### src/rtl/pcs_pkg.sv
// Package of constants and types for the program flow and indirect addressing block
package pcs_pkg;
  localparam int PC_W             = 13;
  localparam int PAGE_W           = 11;
  localparam int STACK_DEPTH      = 8;
  localparam int SP_W             = 3;
  localparam int DATA_W           = 8;
  localparam int EA_W             = 9;
  localparam int PAGE_SEL_BIT     = 3;
  localparam int BANK_SEL_BIT     = 7;
  localparam logic [PC_W-1:0]   PC_RESET      = 13'h0000;
  localparam logic [DATA_W-1:0] LATCH_RESET   = 8'h00;
  localparam logic [DATA_W-1:0] POINTER_RESET = 8'h00;
  localparam logic [SP_W-1:0]   SP_RESET      = 3'h0;
  localparam logic [DATA_W-1:0] PORT_ADDR     = 8'h00;
  localparam logic [DATA_W-1:0] NULL_READ     = 8'h00;

  typedef enum logic [5:0] {
    PCS_OP_NEXT   = 6'b000001,
    PCS_OP_JUMP   = 6'b000010,
    PCS_OP_CALL   = 6'b000100,
    PCS_OP_INTR   = 6'b001000,
    PCS_OP_RETURN = 6'b010000,
    PCS_OP_HOLD   = 6'b100000
  } pcs_op_type;
endpackage : pcs_pkg
### src/rtl/pcs_core.sv
// Program counter, return stack, high latch and indirect address logic
// Summary of operation
// - A 13-bit program counter addresses the next instruction fetch.
// - Program counter low byte is a readable and writable data register.
// - Upper counter bits are never accessed directly; they load from the high latch.
// - Eight-entry, 13-bit return stack outside program and data spaces.
// - Stack pointer has no software read or write path.
// - Call or interrupt branch pushes the program counter.
// - Return, return-with-literal and return-from-interrupt pop into the counter.
// - Push and pop leave the high latch unchanged.
// - Stack is circular; ninth push overwrites first, no overflow flag.
// - Call and jump carry an 11-bit target within a 2K page.
// - Page-select bits of target come from high latch bits 4:3.
// - Full 13-bit counter is pushed, so returns need no page fixing.
// - Indirect port accesses the register addressed by the pointer.
// - Indirect read of the port itself returns 00h.
// - Indirect write to the port itself stores nothing.
// - Effective address is bank bit (status bit 7) joined to pointer.
`timescale 1ns/100ps
module pcs_core
  import pcs_pkg::*;
(
  input  wire logic              sys_clk,
  input  wire logic              resetn,
  input  wire logic              clk_en,
  input  wire pcs_op_type        flow_op,
  input  wire logic [PAGE_W-1:0] target_addr,
  input  wire logic [PC_W-1:0]   intr_vector,
  input  wire logic              pc_low_write,
  input  wire logic              latch_write,
  input  wire logic              pointer_write,
  input  wire logic [DATA_W-1:0] write_data,
  input  wire logic [DATA_W-1:0] status_reg,
  input  wire logic              port_read,
  input  wire logic              port_write,
  input  wire logic [DATA_W-1:0] file_read_data,
  output logic      [PC_W-1:0]   fetch_addr,
  output logic      [DATA_W-1:0] pc_low_byte,
  output logic      [DATA_W-1:0] pc_high_latch,
  output logic      [DATA_W-1:0] indirect_pointer,
  output logic      [EA_W-1:0]   indirect_addr,
  output logic                   indirect_read_en,
  output logic                   indirect_write_en,
  output logic      [DATA_W-1:0] indirect_data_port
);

  logic [PC_W-1:0]   pc_q, pc_d;
  logic [DATA_W-1:0] latch_q, latch_d;
  logic [DATA_W-1:0] ptr_q, ptr_d;
  logic [SP_W-1:0]   sp_q, sp_d;
  logic [PC_W-1:0]   stack_q [STACK_DEPTH];
  logic              push;
  logic [SP_W-1:0]   top_idx;
  logic              ptr_is_port;

  function automatic logic [SP_W-1:0] sp_step(input logic [SP_W-1:0] sp, input logic up);
    sp_step = up ? SP_W'(sp + 1'b1) : SP_W'(sp - 1'b1);
  endfunction : sp_step

  assign top_idx = sp_step(sp_q, 1'b0);

  // Program counter, latch, pointer and stack pointer next values
  always_comb begin
    pc_d    = pc_q;
    latch_d = latch_q;
    ptr_d   = ptr_q;
    sp_d    = sp_q;
    push    = 1'b0;
    if (latch_write) begin
      latch_d = write_data;
    end
    if (pointer_write) begin
      ptr_d = write_data;
    end
    unique case (flow_op)
      PCS_OP_NEXT: begin
        pc_d = PC_W'(pc_q + 1'b1);
      end
      PCS_OP_JUMP: begin
        pc_d = {latch_q[4], latch_q[PAGE_SEL_BIT], target_addr};
      end
      PCS_OP_CALL: begin
        pc_d = {latch_q[4], latch_q[PAGE_SEL_BIT], target_addr};
        push = 1'b1;
      end
      PCS_OP_INTR: begin
        pc_d = intr_vector;
        push = 1'b1;
      end
      PCS_OP_RETURN: begin
        pc_d = stack_q[top_idx];
        sp_d = top_idx;
      end
      PCS_OP_HOLD: begin
        pc_d = pc_q;
      end
      default: begin
        pc_d = pc_q;
      end
    endcase
    if (push) begin
      sp_d = sp_step(sp_q, 1'b1);
    end
    // Low byte write loads the whole counter; latch not yet updated this cycle
    if (pc_low_write && (flow_op == PCS_OP_NEXT || flow_op == PCS_OP_HOLD)) begin
      pc_d = {latch_q[PC_W-DATA_W-1:0], write_data};
    end
  end

  always_ff @(posedge sys_clk or negedge resetn) begin
    if (!resetn) begin
      pc_q    <= PC_RESET;
      latch_q <= LATCH_RESET;
      ptr_q   <= POINTER_RESET;
      sp_q    <= SP_RESET;
    end else if (clk_en) begin
      pc_q    <= pc_d;
      latch_q <= latch_d;
      ptr_q   <= ptr_d;
      sp_q    <= sp_d;
    end
  end

  // Stack storage has no reset; stale entries are harmless by design
  always_ff @(posedge sys_clk) begin
    if (clk_en && push) begin
      stack_q[sp_q] <= pc_q;
    end
  end

  // Indirect addressing; ports are combinational handshakes into the file
  assign ptr_is_port       = (ptr_q == PORT_ADDR);
  assign indirect_addr     = {status_reg[BANK_SEL_BIT], ptr_q};
  assign indirect_read_en  = port_read && !ptr_is_port;
  assign indirect_write_en = port_write && !ptr_is_port;
  assign indirect_data_port = ptr_is_port ? NULL_READ : file_read_data;

  assign fetch_addr       = pc_q;
  assign pc_low_byte      = pc_q[DATA_W-1:0];
  assign pc_high_latch    = latch_q;
  assign indirect_pointer = ptr_q;

endmodule : pcs_core

### config.mk
export PLATFORM = sky130hd
export DESIGN_NAME = pcs_core
export DESIGN_NICKNAME = d
export VERILOG_FILES = /design/src/rtl/pcs_pkg.sv /design/src/rtl/pcs_core.sv
export SDC_FILE = /design/constraint.sdc
export NUM_CORES = 1
export LEC_CHECK = 0
export BUFFER_PORTS_ARGS = -buffer_cell sky130_fd_sc_hd__clkbuf_2
export CAP_MARGIN = 20
export CELL_PAD_IN_SITES_DETAIL_PLACEMENT = 1
export CELL_PAD_IN_SITES_GLOBAL_PLACEMENT = 1
export CORE_MARGIN = 1
export CORE_UTILIZATION = 49
export DETAILED_ROUTE_END_ITERATION = 6
export PLACE_DENSITY_LB_ADDON = 0.1
export SYNTH_ARGS = -nofsm -noshare
export SYNTH_HDL_FRONTEND = slang
export SYNTH_SLANG_ARGS = --single-unit
### constraint.sdc
create_clock -name sys_clk -period 7.26 [get_ports sys_clk]
set_input_delay 0.363 -clock sys_clk [delete_from_list [all_inputs] [get_ports sys_clk]]
set_output_delay 0.363 -clock sys_clk [all_outputs]
set_load 0.01 [all_outputs]
==> impl_metrics.sql <==
INSERT INTO impl_metrics (metric_group, metric, value, unit) VALUES
('status', 'run_status', 'finished clean', ''),
('critical_path', 'crit_arrival', '3.58', 'ns'),
('sta', 'max_slew.worst_pin.slew', '1.138', 'ns'),
('yosys', 'most_instantiated_library_cell_after_synthesis', 'sky130_fd_sc_hd__edfxtp_1', ''),
('global_routing', 'grt_pass1_wl', '24660', 'um'),
('yosys', 'mean_area_per_synthesized_cell', '14.89', 'um2'),
('sta', 'period_minus_slack', '3.258', 'ns'),
('pwr', 'irDropWorstVdd', '0.0001658', 'V'),
('sta', 'hold_vio_cnt_final', '0', ''),
('clock_tree', 'clk_latency_worst_skew_pair', '0.42', 'ns'),
('critical_path', 'r2r_slack', '4.00', 'ns'),
('clock_tree', 'clk_pin_slew_worst_paths', '0.06', 'ns'),
('min_path', 'min_path_type', 'input pin to asynchronous set/reset pin', ''),
('drt', 'initialDrtViolationCount', '244', ''),
('sta', 'maxClockFrequency', '306.9', 'MHz'),
('global_routing', 'grt_antenna_before_repair', '0', ''),
('critical_path', 'crit_start', 'sp_q[0]', ''),
('drt', 'final_antenna_net_count', '0', ''),
('place', 'place_congestion', '0.7747', ''),
('sta', 'final_min_period_over_clock_period', '44.88', '%'),
('sta', 'timing.final.setup_violations', '0', ''),
('final_layout', 'filler_cell_count', '1217', ''),
('sta', 'max-slew-margin-rel', '23.91', '%'),
('critical_path', 'startpoint_of_the_worst_register_to_register_path', 'sp_q[0]', ''),
('clock_tree', 'clock-root-buffer', 'sky130_fd_sc_hd__clkbuf_16', ''),
('pwr', 'p_leak', '2.856', 'nW'),
('die', 'number_of_top_level_pins', '118', ''),
('yosys', 'mappedNetlistArea', '0.006208', 'mm2'),
('die', 'initial_utilization', '51.05', '%'),
('place', 'place_inst', '669', ''),
('global_routing', 'grt_pass1_vias', '4192', ''),
('place', 'detailed_place_hpwl', '10640', 'um'),
('drt', 'drtPass1Iterations', '4', ''),
('run', 'max-cap-violations', '0', ''),
('yosys', 'synth_async_sr_flop_share', '23.53', '%'),
('clock_tree', 'cts_post_setup_buffers_inserted', '0', ''),
('yosys', 'synthesis_stage_register_bit_count', '136', ''),
('drt', 'route.final.wire_length', '16400', 'um'),
('critical_path', 'critical_path.endpoint_type', 'register', ''),
('final_layout', 'fraction_of_layout_instances_using_a_drive_strength_above_1', '39.51', '%'),
('critical_path', 'start_kind', 'register', ''),
('place', 'port_buffers', '108', ''),
('critical_path', 'critPathCapture', 'fetch_addr[9]', ''),
('sta', 'grt_setup_unrepaired', 'no', ''),
('critical_path', 'timing.reg2reg.worst_path_depth', '8', ''),
('sta', 'setup_tns', '0', 'ns'),
('final_layout', 'post_route_non_filler_standard_cell_count', '702', ''),
('critical_path', 'worst-endpoint-required', '7.58', 'ns'),
('final_layout', 'area_delta_synth_final', '19.53', '%'),
('clock_tree', 'postCtsHoldBufs', '0', ''),
('yosys', 'synth_top_area_share', '50.30', '%'),
('clock_tree', 'ctsResizeCount', '0', ''),
('yosys', 'synth_largest_area_cell', 'sky130_fd_sc_hd__edfxtp_1', ''),
('critical_path', 'timing_worst_setup_path_type', 'register to register', ''),
('global_routing', 'groute.usage.overall', '26.92', '%'),
('die', 'height_of_the_die', '114.6', 'um'),
('die', 'fp.dieArea', '0.01312', 'mm2'),
('clock_tree', 'htree_levels', '4', ''),
('sta', 'report.final.slew_viol_count', '0', ''),
('drt', 'drc', '0', ''),
('die', 'core_area', '0.01216', 'mm2'),
('clock_tree', 'maximum_count_of_clock_buffers_along_a_single_path', '2', ''),
('die', 'fp-row-count', '40', ''),
('clock_tree', 'tritoncts.num_buffers', '17', ''),
('final_layout', 'fin_nets', '586', ''),
('yosys', 'synthDistinctLibCells', '41', ''),
('yosys', 'yosys_warnings', '0', ''),
('final_layout', 'antenna_cells', '0', ''),
('global_routing', 'gr-total-overflow', '0', ''),
('yosys', 'ys.flop_type', 'sky130_fd_sc_hd__edfxtp_1', ''),
('critical_path', 'critPathMaxFanout', '34', '');
==> worst min path at each step <==
stage	startpoint	slack, ns	end
floorplan	resetn	0.07	fetch_addr[0]
global placement	pc_high_latch[6]	0.49	pc_high_latch[6]
detailed placement	pc_high_latch[6]	0.50	pc_high_latch[6]
CTS	resetn	0.07	fetch_addr[10]
global route	resetn	0.11	fetch_addr[9]
finish	resetn	0.06	fetch_addr[10]
==> placed cells by master, fill, tap and decap left out, types with 4 or more instances in the layout <==
cell / synthesis / final
sky130_fd_sc_hd__clkbuf_2: 0 / 108
sky130_fd_sc_hd__edfxtp_1: 104 / 104
sky130_fd_sc_hd__nand2_1: 42 / 42
sky130_fd_sc_hd__dfrtp_1: 32 / 31
sky130_fd_sc_hd__mux4_2: 26 / 26
sky130_fd_sc_hd__clkbuf_16: 0 / 17
sky130_fd_sc_hd__mux2_2: 16 / 16
sky130_fd_sc_hd__nor2_1: 16 / 15
sky130_fd_sc_hd__a221o_1: 13 / 13
sky130_fd_sc_hd__inv_1: 12 / 12
sky130_fd_sc_hd__and2_1: 11 / 11
sky130_fd_sc_hd__buf_4: 20 / 11
sky130_fd_sc_hd__xor2_1: 10 / 10
sky130_fd_sc_hd__xnor2_1: 9 / 9
sky130_fd_sc_hd__a21oi_1: 9 / 9
sky130_fd_sc_hd__nor3_1: 11 / 7
sky130_fd_sc_hd__nand3_1: 6 / 6
sky130_fd_sc_hd__a211oi_1: 6 / 6
sky130_fd_sc_hd__o31ai_1: 6 / 6
sky130_fd_sc_hd__clkinv_2: 0 / 6
sky130_fd_sc_hd__o21ai_0: 5 / 5
sky130_fd_sc_hd__nor4_1: 5 / 4
sky130_fd_sc_hd__nand4_1: 4 / 4
sky130_fd_sc_hd__o32ai_1: 4 / 4
sky130_fd_sc_hd__o21ai_1: 4 / 4
sky130_fd_sc_hd__o22ai_1: 4 / 4
==> critical path, cell delays in order, from the launching register on <==
cell and delay, ns:
sky130_fd_sc_hd__dfrtp_2 0.34, sky130_fd_sc_hd__buf_4 0.55, sky130_fd_sc_hd__inv_1 0.11, sky130_fd_sc_hd__ha_1 0.27, sky130_fd_sc_hd__xor2_1 0.90, sky130_fd_sc_hd__nand3_1 0.35, sky130_fd_sc_hd__o22ai_1 0.30, sky130_fd_sc_hd__a211oi_1 0.08
sky130_fd_sc_hd__o31ai_1 0.26
==> power by group <==
part | leakage (nW) | total [W] | switching [W] | internal [W]
Combinational | 1.23 | 0.000697 | 0.000381 | 0.000316
Clock | 0.272 | 0.000806 | 0.000313 | 0.000494
Sequential | 1.36 | 0.00104 | 0.000113 | 0.000927
Total | 2.86 | 0.00254 | 0.000806 | 0.00174
==> through the flow <==
stage	hold slack, ns	cell area, um2	util [%]	worst slack (ns)	power (W)
detailed placement	0.4979	6853	56.35	4.017	0.001758
finish	0.05735	7421	61.02	4.002	0.002543
global route	0.1134	7421	61.02	3.803	0.002653
CTS	0.07342	7406	60.90	3.991	0.002561
floorplan	0.06741	6208	-	4.258	0.001525
global placement	0.4904	6853	56.35	4.147	0.001725
==> state kept, by name, indices dropped and copies added, names as in the netlist <==
register and flops:
stack_q 104, fetch_addr 13, indirect_pointer 8, pc_high_latch 8
sp_q 3
==> final cells by class <==
class	instances	area, um2	share of cell area [%]
clock inverter	9	75.07	1.012
tap	168	210.2	2.833
sequential	136	3925	52.89
timing repair buffer	120	638.1	8.599
clock buffer	23	478.0	6.441
multi-input combinational	234	2049	27.62
inverter	12	45.04	0.6070
==> kinds of logic after synthesis <==
kind of cell               share of synthesized area (%)
AOI/OAI and AO/OA                                  7.900
DFF                                                63.20
xor gates and xnor gates                           2.680
adders and majority gates                         0.6047
muxes                                              12.33
and+or+nand+nor                                    8.787
buffers and inverters                              4.494
==> per-layer routing <==
| layer | GRT usage (%) | wire [um] |
|---|---|---|
| met5 | 0 | 0 |
| met3 | 5.347 | 694 |
| met1 | 34.70 | 6749 |
| met4 | 10.65 | 364 |
| met2 | 45.01 | 8589 |
Power figures use the tool's default switching activity.
